File: src/common/efp_pkg.sv
// shared constants and types of the earth fault pickup block
package efp_pkg;

  // ------------------------------------------------------------
  // clock and time bases
  // ------------------------------------------------------------
  localparam int unsigned CLK_KHZ     = 40000;
  localparam int unsigned CYCLE_MS    = 5;
  localparam int unsigned STAMP_MS    = 1;
  localparam int unsigned BLK_LEAD_MS = 5;
  localparam int unsigned CYCLE_CLKS  = CYCLE_MS * CLK_KHZ;
  localparam int unsigned STAMP_CLKS  = STAMP_MS * CLK_KHZ;
  localparam logic [5:0]  DIV_LAST    = 6'h1F;

  // ------------------------------------------------------------
  // release ratio in percent of the threshold
  // ------------------------------------------------------------
  localparam logic [6:0] REL_PCT  = 7'h61;
  localparam logic [6:0] FULL_PCT = 7'h64;

  // ------------------------------------------------------------
  // register offsets and fields
  // ------------------------------------------------------------
  localparam logic [7:0] REG_CTRL   = 8'h00;
  localparam logic [7:0] REG_THR    = 8'h04;
  localparam logic [7:0] REG_HARM   = 8'h08;
  localparam logic [7:0] REG_OPDLY  = 8'h0C;
  localparam logic [7:0] REG_RELDLY = 8'h10;
  localparam logic [7:0] REG_STATUS = 8'h14;
  localparam logic [7:0] REG_RATIO  = 8'h18;
  localparam logic [7:0] REG_ANGLE  = 8'h1C;
  localparam logic [7:0] REG_EXPECT = 8'h20;
  localparam logic [7:0] REG_REMAIN = 8'h24;
  localparam logic [7:0] REG_STAMP  = 8'h28;
  localparam int CTL_INRUSH   = 0;
  localparam int CTL_FORCE_EN = 1;
  localparam int CTL_FORCE_BK = 2;
  localparam int CTL_INVERSE  = 3;
  localparam int CTL_SEL_LSB  = 4;
  localparam int CTL_MODE_LSB = 8;
  localparam int ST_MODE_LSB  = 4;
  localparam int ST_FAULT_LSB = 8;
  localparam int ST_PICKUP    = 12;

  // ------------------------------------------------------------
  // reset values, selections and modes
  // ------------------------------------------------------------
  localparam logic [19:0] THR_RST    = 20'h02EE0;
  localparam logic [15:0] HARM_RST   = 16'h0001;
  localparam logic [15:0] OPDLY_RST  = 16'h0014;
  localparam logic [15:0] RELDLY_RST = 16'h0000;
  localparam logic [1:0]  SEL_COARSE = 2'h1;
  localparam logic [1:0]  SEL_SENS   = 2'h2;
  localparam logic [1:0]  SEL_CALC   = 2'h3;
  localparam logic [2:0]  MODE_ON    = 3'h1;
  localparam logic [2:0]  MODE_BLK   = 3'h2;
  localparam logic [2:0]  MODE_TEST  = 3'h3;
  localparam logic [2:0]  MODE_TBLK  = 3'h4;
  localparam logic [2:0]  MODE_OFF   = 3'h5;

  typedef enum logic [1:0] {
    COND_NORMAL  = 2'b00,
    COND_START   = 2'b01,
    COND_TRIP    = 2'b10,
    COND_BLOCKED = 2'b11
  } efp_cond_e;

endpackage : efp_pkg

File: src/verilog/efp_tick.sv
// periodic one-cycle tick generator
`timescale 1ns/100ps
module efp_tick #(
  parameter int unsigned PERIOD = 2
) (
  // clock and reset
  input  wire logic sys_clk,
  input  wire logic reset,
  // tick
  output logic      tick
);

  logic [31:0] cnt_r;

  always_ff @(posedge sys_clk) begin
    if (reset) begin
      cnt_r <= 32'h0;
      tick  <= 1'b0;
    end else if (cnt_r == 32'(PERIOD - 1)) begin
      cnt_r <= 32'h0;
      tick  <= 1'b1;
    end else begin
      cnt_r <= cnt_r + 32'h1;
      tick  <= 1'b0;
    end
  end

endmodule : efp_tick

File: src/verilog/efp_div.sv
// sequential restoring divider, 32 bits, one quotient bit per clock
`timescale 1ns/100ps
module efp_div (
  // clock and reset
  input  wire logic        sys_clk,
  input  wire logic        reset,
  // request
  input  wire logic        go,
  input  wire logic [31:0] num,
  input  wire logic [31:0] den,
  // answer
  output logic             done,
  output logic [31:0]      quot
);

  logic [31:0] rem_r;
  logic [31:0] q_r;
  logic [5:0]  cnt_r;
  logic        busy_r;
  logic [32:0] sh;
  logic [32:0] diff;
  logic        ge;

  assign sh   = {rem_r, q_r[31]};
  assign diff = sh - {1'b0, den};
  assign ge   = (sh >= {1'b0, den});

  always_ff @(posedge sys_clk) begin
    if (reset) begin
      rem_r  <= 32'h0;
      q_r    <= 32'h0;
      cnt_r  <= 6'h0;
      busy_r <= 1'b0;
      done   <= 1'b0;
      quot   <= 32'h0;
    end else begin
      done <= 1'b0;
      if (go && !busy_r) begin
        rem_r  <= 32'h0;
        q_r    <= num;
        cnt_r  <= 6'h0;
        busy_r <= 1'b1;
      end else if (busy_r) begin
        q_r   <= {q_r[30:0], ge};
        rem_r <= ge ? diff[31:0] : sh[31:0];
        cnt_r <= cnt_r + 6'h1;
        if (cnt_r == efp_pkg::DIV_LAST) begin
          busy_r <= 1'b0;
          done   <= 1'b1;
          // a zero divisor saturates instead of faulting
          quot   <= (den == 32'h0) ? 32'hFFFFFFFF : {q_r[30:0], ge};
        end
      end
    end
  end

endmodule : efp_div

File: src/verilog/efp_pickup_block.sv
// pick-up, blocking and status logic of one residual overcurrent stage
`timescale 1ns/100ps
module efp_pickup_block #(
  parameter int unsigned CYCLE_CLKS = efp_pkg::CYCLE_CLKS,
  parameter int unsigned STAMP_CLKS = efp_pkg::STAMP_CLKS
) (
  // clock and reset
  input  wire logic        sys_clk,
  input  wire logic        reset,
  // register port
  input  wire logic [7:0]  reg_addr,
  input  wire logic [31:0] reg_wdata,
  input  wire logic        reg_wr,
  input  wire logic        reg_rd,
  output logic      [31:0] reg_rdata,
  // measurements
  input  wire logic [19:0] coarse_residual_input,
  input  wire logic [19:0] sensitive_residual_input,
  input  wire logic [19:0] computed_residual_input,
  input  wire logic [15:0] harm2_pct,
  input  wire logic [15:0] angle_vs_volt,
  input  wire logic [15:0] angle_vs_curr,
  input  wire logic        volt_present,
  input  wire logic [1:0]  fault_phase,
  input  wire logic        fault_fwd,
  // blocking matrix
  input  wire logic        block_in,
  // stage outputs
  output logic             stage_start,
  output logic             stage_trip,
  output logic             stage_blocked,
  // events
  output logic             evt_valid,
  output logic      [1:0]  evt_kind,
  output logic      [31:0] evt_stamp,
  output logic      [19:0] evt_current,
  output logic      [2:0]  evt_fault,
  output logic             hmi_notify
);

  // ------------------------------------------------------------
  // decoding helpers
  // ------------------------------------------------------------
  function automatic logic [2:0] efp_fault_code(input logic [1:0] ph, input logic fwd);
    logic [2:0] c;
    c = 3'h0;
    case ({ph, fwd})
      3'b010:  c = 3'h1;
      3'b101:  c = 3'h2;
      3'b110:  c = 3'h3;
      3'b011:  c = 3'h4;
      3'b100:  c = 3'h5;
      3'b111:  c = 3'h6;
      default: c = 3'h0;
    endcase
    return c;
  endfunction : efp_fault_code

  function automatic logic [2:0] efp_mode(input logic [2:0] m);
    return (m >= efp_pkg::MODE_ON && m <= efp_pkg::MODE_OFF) ? m : efp_pkg::MODE_ON;
  endfunction : efp_mode

  // ------------------------------------------------------------
  // declarations
  // ------------------------------------------------------------
  logic [10:0]              ctrl_r;
  logic [19:0]              thr_r;
  logic [15:0]              harm_lim_r;
  logic [15:0]              opdly_r;
  logic [15:0]              reldly_r;
  logic                     cyc_tick;
  logic                     ms_tick;
  logic                     eval;
  logic [31:0]              ms_r;
  logic [19:0]              sel_meas;
  logic [19:0]              meas_r;
  logic                     blk_smp_r;
  logic                     blk_now;
  logic                     inrush;
  logic [2:0]               mode;
  logic                     above;
  logic                     below;
  logic                     pickup_r;
  logic                     pickup_nxt;
  efp_pkg::efp_cond_e       cond_r;
  efp_pkg::efp_cond_e       cond_nxt;
  logic [15:0]              op_cnt_r;
  logic [15:0]              rel_cnt_r;
  logic [15:0]              expected_r;
  logic [15:0]              remain_r;
  logic [19:0]              onset_r;
  logic [2:0]               fault_r;
  logic [15:0]              angle_r;
  logic [19:0]              ratio_r;
  logic                     rdiv_done;
  logic [31:0]              rdiv_q;
  logic                     tdiv_done;
  logic [31:0]              tdiv_q;

  // ------------------------------------------------------------
  // time bases
  // ------------------------------------------------------------
  efp_tick #(.PERIOD(CYCLE_CLKS)) u_cycle (
    .sys_clk (sys_clk),
    .reset   (reset),
    .tick    (cyc_tick)
  );

  efp_tick #(.PERIOD(STAMP_CLKS)) u_stamp (
    .sys_clk (sys_clk),
    .reset   (reset),
    .tick    (ms_tick)
  );

  always_ff @(posedge sys_clk) begin
    if (reset) begin
      ms_r <= 32'h0;
    end else if (ms_tick) begin
      ms_r <= ms_r + 32'h1;
    end
  end

  // ------------------------------------------------------------
  // register writes
  // ------------------------------------------------------------
  always_ff @(posedge sys_clk) begin
    if (reset) begin
      ctrl_r     <= {efp_pkg::MODE_ON, 2'h0, efp_pkg::SEL_COARSE, 4'h0};
      thr_r      <= efp_pkg::THR_RST;
      harm_lim_r <= efp_pkg::HARM_RST;
      opdly_r    <= efp_pkg::OPDLY_RST;
      reldly_r   <= efp_pkg::RELDLY_RST;
    end else if (reg_wr) begin
      case (reg_addr)
        efp_pkg::REG_CTRL:   ctrl_r     <= reg_wdata[10:0];
        efp_pkg::REG_THR:    thr_r      <= reg_wdata[19:0];
        efp_pkg::REG_HARM:   harm_lim_r <= reg_wdata[15:0];
        efp_pkg::REG_OPDLY:  opdly_r    <= reg_wdata[15:0];
        efp_pkg::REG_RELDLY: reldly_r   <= reg_wdata[15:0];
        default: ;
      endcase
    end
  end

  assign mode = efp_mode(ctrl_r[efp_pkg::CTL_MODE_LSB +: 3]);

  // ------------------------------------------------------------
  // input selection and block sampling at cycle start
  // ------------------------------------------------------------
  always_comb begin
    case (ctrl_r[efp_pkg::CTL_SEL_LSB +: 2])
      efp_pkg::SEL_SENS: sel_meas = sensitive_residual_input;
      efp_pkg::SEL_CALC: sel_meas = computed_residual_input;
      default:           sel_meas = coarse_residual_input;
    endcase
  end

  assign inrush = ctrl_r[efp_pkg::CTL_INRUSH] && (harm2_pct > harm_lim_r);

  // a late external block only counts from the next cycle start
  always_ff @(posedge sys_clk) begin
    if (reset) begin
      blk_smp_r <= 1'b0;
      meas_r    <= 20'h0;
      eval      <= 1'b0;
    end else begin
      eval <= cyc_tick;
      if (cyc_tick) begin
        meas_r    <= sel_meas;
        blk_smp_r <= (ctrl_r[efp_pkg::CTL_FORCE_EN] ? ctrl_r[efp_pkg::CTL_FORCE_BK]
                                                    : block_in)
                     || inrush
                     || mode == efp_pkg::MODE_BLK || mode == efp_pkg::MODE_TBLK;
      end
    end
  end

  assign blk_now = blk_smp_r;

  // ------------------------------------------------------------
  // threshold comparator with fixed release ratio
  // ------------------------------------------------------------
  assign above = (meas_r > thr_r);
  assign below = (27'(meas_r) * 27'(efp_pkg::FULL_PCT))
               < (27'(thr_r) * 27'(efp_pkg::REL_PCT));

  always_comb begin
    pickup_nxt = pickup_r;
    if (above) begin
      pickup_nxt = 1'b1;
    end else if (below) begin
      pickup_nxt = 1'b0;
    end
  end

  always_ff @(posedge sys_clk) begin
    if (reset) begin
      pickup_r <= 1'b0;
    end else if (eval) begin
      pickup_r <= pickup_nxt;
    end
  end

  // ------------------------------------------------------------
  // condition state machine
  // ------------------------------------------------------------
  always_comb begin
    cond_nxt = cond_r;
    case (cond_r)
      efp_pkg::COND_NORMAL: begin
        if (pickup_nxt) begin
          cond_nxt = blk_now ? efp_pkg::COND_BLOCKED : efp_pkg::COND_START;
        end
      end
      efp_pkg::COND_START: begin
        if (blk_now) begin
          cond_nxt = efp_pkg::COND_BLOCKED;
        end else if (!pickup_nxt) begin
          cond_nxt = efp_pkg::COND_NORMAL;
        end else if (op_cnt_r + 16'h1 >= expected_r) begin
          cond_nxt = efp_pkg::COND_TRIP;
        end
      end
      efp_pkg::COND_TRIP: begin
        if (!pickup_nxt) begin
          cond_nxt = efp_pkg::COND_NORMAL;
        end else if (blk_now) begin
          cond_nxt = efp_pkg::COND_BLOCKED;
        end
      end
      efp_pkg::COND_BLOCKED: begin
        if (!pickup_nxt) begin
          cond_nxt = efp_pkg::COND_NORMAL;
        end else if (!blk_now) begin
          cond_nxt = efp_pkg::COND_START;
        end
      end
      default: cond_nxt = efp_pkg::COND_NORMAL;
    endcase
    if (mode == efp_pkg::MODE_OFF) begin
      cond_nxt = efp_pkg::COND_NORMAL;
    end
  end

  always_ff @(posedge sys_clk) begin
    if (reset) begin
      cond_r        <= efp_pkg::COND_NORMAL;
      stage_start   <= 1'b0;
      stage_trip    <= 1'b0;
      stage_blocked <= 1'b0;
    end else if (eval) begin
      cond_r        <= cond_nxt;
      stage_start   <= (cond_nxt == efp_pkg::COND_START);
      stage_trip    <= (cond_nxt == efp_pkg::COND_TRIP);
      stage_blocked <= (cond_nxt == efp_pkg::COND_BLOCKED);
    end
  end

  // ------------------------------------------------------------
  // operate and release timing, in program cycles
  // ------------------------------------------------------------
  always_ff @(posedge sys_clk) begin
    if (reset) begin
      op_cnt_r  <= 16'h0;
      rel_cnt_r <= 16'h0;
    end else if (eval) begin
      if (cond_nxt == efp_pkg::COND_START) begin
        op_cnt_r  <= op_cnt_r + 16'h1;
        rel_cnt_r <= 16'h0;
      end else if (cond_nxt == efp_pkg::COND_TRIP) begin
        rel_cnt_r <= 16'h0;
      end else if (cond_r == efp_pkg::COND_TRIP) begin
        op_cnt_r  <= 16'h0;
      end else if (op_cnt_r != 16'h0) begin
        // blocked or released: the partial delay decays like a release
        if (rel_cnt_r + 16'h1 >= reldly_r) begin
          op_cnt_r  <= 16'h0;
          rel_cnt_r <= 16'h0;
        end else begin
          rel_cnt_r <= rel_cnt_r + 16'h1;
        end
      end
    end
  end

  always_ff @(posedge sys_clk) begin
    if (reset) begin
      remain_r <= 16'h0;
    end else if (cond_r == efp_pkg::COND_START && expected_r > op_cnt_r) begin
      remain_r <= expected_r - op_cnt_r;
    end else begin
      remain_r <= 16'h0;
    end
  end

  // ------------------------------------------------------------
  // ratio and inverse time, both ready well before the next cycle
  // ------------------------------------------------------------
  efp_div u_ratio (
    .sys_clk (sys_clk),
    .reset   (reset),
    .go      (cyc_tick),
    .num     (32'(sel_meas) * 32'(efp_pkg::FULL_PCT)),
    .den     (32'(thr_r)),
    .done    (rdiv_done),
    .quot    (rdiv_q)
  );

  // inverse delay scales as setting times 100 over (ratio - 100)
  efp_div u_time (
    .sys_clk (sys_clk),
    .reset   (reset),
    .go      (rdiv_done),
    .num     (32'(opdly_r) * 32'(efp_pkg::FULL_PCT)),
    .den     ((rdiv_q > 32'(efp_pkg::FULL_PCT)) ? rdiv_q - 32'(efp_pkg::FULL_PCT) : 32'h0),
    .done    (tdiv_done),
    .quot    (tdiv_q)
  );

  always_ff @(posedge sys_clk) begin
    if (reset) begin
      ratio_r <= 20'h0;
    end else if (rdiv_done) begin
      ratio_r <= (rdiv_q > 32'h000FFFFF) ? 20'hFFFFF : rdiv_q[19:0];
    end
  end

  always_ff @(posedge sys_clk) begin
    if (reset) begin
      expected_r <= efp_pkg::OPDLY_RST;
    end else if (!ctrl_r[efp_pkg::CTL_INVERSE]) begin
      expected_r <= opdly_r;
    end else if (tdiv_done) begin
      expected_r <= (tdiv_q > 32'h0000FFFF) ? 16'hFFFF : tdiv_q[15:0];
    end
  end

  // ------------------------------------------------------------
  // fault type, angle and events
  // ------------------------------------------------------------
  always_ff @(posedge sys_clk) begin
    if (reset) begin
      fault_r <= 3'h0;
      onset_r <= 20'h0;
      angle_r <= 16'h0;
    end else if (eval) begin
      angle_r <= volt_present ? angle_vs_volt : angle_vs_curr;
      if (cond_r == efp_pkg::COND_NORMAL && cond_nxt != efp_pkg::COND_NORMAL) begin
        fault_r <= efp_fault_code(fault_phase, fault_fwd);
        onset_r <= meas_r;
      end
    end
  end

  always_ff @(posedge sys_clk) begin
    if (reset) begin
      evt_valid   <= 1'b0;
      evt_kind    <= 2'h0;
      evt_stamp   <= 32'h0;
      evt_current <= 20'h0;
      evt_fault   <= 3'h0;
      hmi_notify  <= 1'b0;
    end else begin
      evt_valid  <= 1'b0;
      hmi_notify <= 1'b0;
      if (eval && cond_nxt != cond_r && cond_nxt != efp_pkg::COND_NORMAL) begin
        evt_valid   <= 1'b1;
        evt_kind    <= cond_nxt;
        evt_stamp   <= ms_r;
        evt_current <= (cond_r == efp_pkg::COND_NORMAL) ? meas_r : onset_r;
        evt_fault   <= (cond_r == efp_pkg::COND_NORMAL) ? efp_fault_code(fault_phase, fault_fwd)
                                                        : fault_r;
        hmi_notify  <= (cond_nxt == efp_pkg::COND_BLOCKED);
      end
    end
  end

  // ------------------------------------------------------------
  // register reads, unmapped addresses read zero
  // ------------------------------------------------------------
  always_ff @(posedge sys_clk) begin
    if (reset) begin
      reg_rdata <= 32'h0;
    end else begin
      reg_rdata <= 32'h0;
      if (reg_rd) begin
        case (reg_addr)
          efp_pkg::REG_CTRL:   reg_rdata <= 32'(ctrl_r);
          efp_pkg::REG_THR:    reg_rdata <= 32'(thr_r);
          efp_pkg::REG_HARM:   reg_rdata <= 32'(harm_lim_r);
          efp_pkg::REG_OPDLY:  reg_rdata <= 32'(opdly_r);
          efp_pkg::REG_RELDLY: reg_rdata <= 32'(reldly_r);
          efp_pkg::REG_STATUS: reg_rdata <= 32'({pickup_r, 1'b0, fault_r, 1'b0,
                                                 mode, 2'h0, cond_r});
          efp_pkg::REG_RATIO:  reg_rdata <= 32'(ratio_r);
          efp_pkg::REG_ANGLE:  reg_rdata <= {{16{angle_r[15]}}, angle_r};
          efp_pkg::REG_EXPECT: reg_rdata <= 32'(expected_r);
          efp_pkg::REG_REMAIN: reg_rdata <= 32'(remain_r);
          efp_pkg::REG_STAMP:  reg_rdata <= ms_r;
          default:             reg_rdata <= 32'h0;
        endcase
      end
    end
  end
endmodule : efp_pickup_block

File: config.mk
export PLATFORM = sky130hd
export DESIGN_NAME = efp_pickup_block
export DESIGN_NICKNAME = d
export VERILOG_FILES = /design/src/common/efp_pkg.sv /design/src/verilog/efp_tick.sv /design/src/verilog/efp_div.sv /design/src/verilog/efp_pickup_block.sv
export SDC_FILE = /design/constraint.sdc
export NUM_CORES = 2
export LEC_CHECK = 0
export BUFFER_PORTS_ARGS = -buffer_cell sky130_fd_sc_hd__buf_4
export CAP_MARGIN = 20
export CORE_MARGIN = 2
export CORE_UTILIZATION = 40
export CTS_CLUSTER_SIZE = 30
export DETAILED_ROUTE_END_ITERATION = 8
export GPL_TIMING_DRIVEN = 0
export HOLD_SLACK_MARGIN = 0.03
export PLACE_DENSITY = 0.56
export SLEW_MARGIN = 20
export SYNTH_ARGS = -nofsm -noshare
export SYNTH_HDL_FRONTEND = slang
export SYNTH_HIERARCHICAL = 1
export SYNTH_SLANG_ARGS = --single-unit
File: constraint.sdc
create_clock -name sys_clk -period 8.2 [get_ports sys_clk]
set_input_delay 0.41 -clock sys_clk [delete_from_list [all_inputs] [get_ports sys_clk]]
set_output_delay 0.41 -clock sys_clk [all_outputs]
set_load 0.01 [all_outputs]
Word level (Yosys, flattened, before mapping)
Cells that the tools add are included.

Flip-flop bits (word level): 627. Output and inout port bits: 94.

$add $sub $neg: 11. Multipliers: 4. Order comparisons: 13. Eq/ne operators: 35. Multiplexer cells: 55. Bitwise gates (word level): 7. Reduce and logical (&&, ||, !) cells: 43.

Operator list (count): $pmux 32 s11 (1); $mux 16 (14); $mux 32 (5); $add 32x1->32 const B (3); $logic_not 32->1 (2); $mux 27 (2); $mul 20x5->25 const B (2); $mux 23 (2); $mux 20 (2); $pmux 20 s2 (1); $ge 33x20->1 (1); $ge 33x32->1 (1); $add 16x1->16 const B (2); $eq 32x16->1 const B (1); $eq 32x18->1 const B (1); $eq 8x5->1 const B (4); $ge 16x16->1 (2); $gt 16x16->1 (2); $gt 32x16->1 const B (1); $gt 32x20->1 const B (1); $gt 32x7->1 const B (1); $sub 32x20->32 (1); $sub 32x32->32 (1); $sub 32x7->32 const B (1); other kinds (39) (114).

Logic depth before layout (Yosys ltp)
Word-level depth: 13. Gate-level depth with buffers: 34. Mapped depth without buffers: 33.

By module
Netlist, hierarchy kept.

By module, submodules not included: efp_pickup_block (instances 1, cells each 3167, area an instance 26243.9 µm², seq. area each 7066.8 µm²); efp_div (instances 2, cells each 809, area an instance 6130.9 µm², seq. area each 2082.0 µm²); efp_tick (u_stamp) (instances 1, cells each 172, area an instance 1536.5 µm², seq. area each 660.6 µm²); efp_tick (u_cycle) (instances 1, cells each 177, area an instance 1529.0 µm², seq. area each 660.6 µm²).

Worst setup path after synthesis
OpenSTA, ideal clock, no wires.

Path type: register -> register. Start: register thr_r[4]. End: register rel_cnt_r[12]. Arrival time: 7117 ps. Data required time: 8126 ps. Setup slack: 1009 ps. Stages on the path, launching flop included: 31. Cell sequence: dfxtp_1 > ha_1 > ha_1 > ha_1 > fa_1 > ha_1 > o21a_1 > o31a_1 > o221ai_2 > o21ai_1 > o311a_1 > o41ai_4 > o21bai_1 > a21oi_1 > xor2_1 > ha_1 > a21o_1 > a21o_1 > a21oi_1 > nand3_1 > a211o_1 > a31oi_1 > o21bai_1 > a41oi_2 > inv_1 > ha_1 > or4_1 > a21oi_1 > clkbuf_1 > nand3_1 > a31oi_1.

Cells in the longest elaborated chain, start to end: 11. Elaborated cells on any way between the ends: 19. Those cells by class: 1 x mul; 2 x order compare; 3 x eq/ne; 11 x mux; 2 x reduce/logical.

RTL lines: from (decl) (RTL line efp_pickup_block.sv:67) `logic [19:0] thr_r;`; from (signal assigned) (RTL line efp_pickup_block.sv:129) `thr_r <= efp_pkg::THR_RST;`; from (signal assigned) (RTL line efp_pickup_block.sv:136) `efp_pkg::REG_THR: thr_r <= reg_wdata[19:0];`; $mul 20x7->27 (RTL line efp_pickup_block.sv:185) `< (27'(thr_r) * 27'(efp_pkg::REL_PCT));`; $lt 27x27->1 (RTL line efp_pickup_block.sv:185); $mux 1 (RTL line efp_pickup_block.sv:191) `end else if (below) begin`; $mux 1 (*) (RTL line efp_pickup_block.sv:189) `if (above) begin`; $mux 2 (RTL line efp_pickup_block.sv:218) `end else if (!pickup_nxt) begin`; $mux 2 (RTL line efp_pickup_block.sv:216) `if (blk_now) begin`; $pmux 2 s4 (*) (RTL line efp_pickup_block.sv:209) `case (cond_r)`; $mux 2 (*) (RTL line efp_pickup_block.sv:240) `if (mode == efp_pkg::MODE_OFF) begin`; net cond_nxt[1] (RTL line efp_pickup_block.sv:86) `efp_pkg::efp_cond_e cond_nxt;`; $eq 2x1->1 or $eq 2x2->1 (tied branches) (RTL line efp_pickup_block.sv:267, efp_pickup_block.sv:270); $ne 3x3->1 (no line), or another cell as far along; $reduce_and 3->1 (no line) or $mux 16 (tied branches); to (signal assigned) (RTL line efp_pickup_block.sv:280) `rel_cnt_r <= rel_cnt_r + 16'h1;`; to (decl) (RTL line efp_pickup_block.sv:88) `logic [15:0] rel_cnt_r;`.

The timed path passes the listed nets; every way through them passes the cells marked *. A chain may end at the register's enable or synchronous reset.

Final worst setup path
Start: register thr_r[4]. End: register rel_cnt_r[9].

Same word-level chain as after synthesis.

==> impl_results.md <==
- Leak Pwr: 0.0207 uW
- Post-synthesis mux area share: 3.11%
- Clock buffer count from CTS: 77
- Crit Path Class: register to register
- WL per Instance: 20.2 um
- Fin Clk Skew: 0.0326 ns
- Placement Rows: 118
- Routed Antenna Nets: 0
- Cell count after synthesis: 5134
- Simple-Gate Fraction of Synth Area: 19.3%
- Post-Synth Adder-Cell Area: 16.4%
- Worst path most repeated cell: ha_1
- Layout area overhead: 15.9%
- Sequential-to-total area share from yosys stat: 30.2%
- Die X: 326 um
- Largest net degree at the start of global routing: 13
- Wire length of the first global-routing pass: 214000 um
- Clock tree buffer depth: 3
- Worst-Margin Slew: 1.13 ns
- Fmax: 127 MHz
- Final setup viols: 0
- Layout cells sized above 1: 10.2%
- Yosys warnings: 6
- Worst min-delay path class: input pin to register
- Cell area after synthesis: 41600 sq um
- Die span in y: 326 um
- Pwr dens: 152 nW/um^2
- Initial antenna violation count: 3
- Placed insts: 6791
- IO Count: 251
- Max Cap Viol: 0
- Commonest non-fill, non-tap cell in the layout: nor2_1
- Crit-path slowest cell: or4_1
- Synth Area in XOR/XNOR: 5.92%
- Max FO, Critical Path: 10
- Delay of the slowest critical-path stage: 0.54 ns
- Port-buffer cells: 236
- Final std cells w/o fill: 6943
- Commonest cells after routing, fill and taps aside: 643 x nor2_1, 617 x dfxtp_1, 477 x nand2_1
- Total Routing Usage GR: 25.6%
- Max-slew violation count: 0
- CP endpoint kind: register
- Final Critical Period: 7.85 ns
- Routed wire length: 140000 um
- Run status: completed
- Clk Latency, worst-skew pair: 0.66 ns
- DR iter-0 viols: 3111
- Worst vdd ir: 0.129 mV
- Async SR Flop Fraction: 0%
- Crit share post-route: 95.7%
- Max_slew headroom: 24.6%
- Max H-tree Level: 3
- Vias per cell: 5.46
- Clock sink total: 627
- Hold path depth: 3
- DP HPWL: 111000 um
- Compound-cell area share of the yosys netlist: 18.3%
- R2R cell count: 31
- Worst path depth: 31
- Grt ovf: 0
- Clk slew on worst S/H paths: 0.06 ns
- Vias: 37900
- Post-synth EDFFs: 0
- Initial core utilization: 40.2%
- WP data required: 8.77 ns
- Root Buffer: clkbuf_16
- Post-synthesis cell type count: 104
- Gpl congestion: 0.987
- DRC: 0
- Largest family of logic cells by synthesized area: simple AND/OR/NAND/NOR gates
- Worst setup SP type: register
- CTS tree: done
- Final hold vios: 0
- Buffers and inverters on the worst path: 3
- TritonRoute pass-1 iters: 8
- Core outline area: 103000 sq um
- Final Net Count: 6168
- CP delay by family, top: compound AO/OA/AOI/OAI gates
- Die area: 107000 sq um
- Number of global-route vias before repair: 35600
- Mapped Avg Cell Area: 8.10 sq um
- Final Util: 46.6%
- Register bit total from synthesis: 627
- Ys flop type: dfxtp_1
- Critical path arrival: 8.42 ns
[layout make-up]
cell class,count,area [sq um]
buffer,254,1210
clock buffer,103,2180
clock inverter,38,576
multi-input combinational,3869,26400
tap,1380,1730
fill,10400,55200
antenna,1,2.50
sequential,627,12600
timing repair buffer,246,1870
inverter,425,1600
[worst paths after layout]
path / endpoint / startpoint / slack [ns]
hold reg to reg: onset_r[13] / onset_r[13] / 0.45
setup reg to reg: rel_cnt_r[9] / thr_r[4] / 0.35
setup / recovery: rel_cnt_r[9] / thr_r[4] / 0.35
hold / removal: opdly_r[12] / reg_wdata[12] / 0.08
[where the power goes]
| part | switching, uW | internal (uW) |
|---|---|---|
| combinational | 347 | 217 |
| sequential | 5.00 | 3050 |
| clock | 1430 | 2270 |
[metrics by stage]
step                setup WS [ns]  TNS [ns]  area [sq um]  hold WS, ns  power (uW)
floorplan                    1.01         0         41700        0.436        3460
global placement           -0.683    -46.39         45200        0.443        3680
detailed placement         -0.682    -43.53         45200        0.447        3680
CTS                        0.0787         0         48100       0.0532        7380
global route             -0.00373  -0.00373         48200       0.0636        7560
finish                      0.355         0         48200       0.0847        7310
[routing by layer]
metal	part of all wire (%)	track usage [%]
met5	0.013	0
met4	4.1	9.92
met3	6.2	3.66
met2	44	40.4
met1	46	35.3
[sequential cells by signal, indices dropped and copies added, names as in the netlist, 20 cells and up]
signal         flops
u_time/rem_r      32
reg_rdata         32
ms_r              32
thr_r             20
evt_current       20
evt_stamp         32
u_ratio/q_r       32
u_cycle/cnt_r     32
u_stamp/cnt_r     32
ratio_r           20
u_time/q_r        32
u_ratio/quot      32
u_time/quot       32
onset_r           20
u_ratio/rem_r     32
meas_r            20
[worst reg2reg max path: cells and delay by family (launching register included)]
family	cells	cell delay, ns
compound gates	17	3.64
fa+ha+maj	7	2.18
simple gates	3	0.80
buf+inv	3	0.50
flops	1	0.46
xor+xnor	1	0.18
[Yosys cell counts, types with 22 or more instances]
library cell | n | area, sq um
a311oi_1 | 29 | 254
nand2_1 | 477 | 1790
buf_1 | 22 | 82.6
clkbuf_1 | 171 | 642
a21o_1 | 64 | 480
mux2i_1 | 129 | 1290
nor4_1 | 47 | 294
buf_2 | 28 | 140
nand2b_1 | 34 | 213
a22o_1 | 25 | 219
o211ai_1 | 22 | 165
fa_1 | 56 | 1120
a31oi_1 | 63 | 394
xor2_1 | 124 | 1090
o21ai_1 | 24 | 120
a211oi_1 | 44 | 330
nand3_1 | 149 | 746
and3_1 | 48 | 300
inv_1 | 425 | 1600
o21ai_0 | 140 | 701
nor2b_1 | 36 | 225
nor3_1 | 136 | 681
nor2_1 | 643 | 2410
ha_1 | 455 | 5690
dfxtp_1 | 627 | 12600
xnor2_1 | 157 | 1380
nand4_1 | 67 | 419
a21oi_1 | 468 | 2340
a22oi_1 | 29 | 218
a221oi_1 | 27 | 236
[cell families after synthesis]
| kind of cell | after synthesis |
|---|---|
| buffers and inverters | 679 |
| other | 1 |
| AO/OA/AOI/OAI | 1151 |
| multiplexers | 129 |
| XOR/XNOR | 281 |
| flip-flops | 627 |
| AND/OR/NAND/NOR | 1755 |
| adder cells (fa/ha/maj) | 511 |
[what timing repair did]
action / in CTS / in global routing
setup endpoints to repair: 112 / 91
endpoints found under the hold margin: 4 / 0
buffers inserted: 4 / 2
resized for setup: 16 / 14
hold buffers: 4 / 0
pin swaps: 1 / 1
Power figures use the tool's default switching activity.
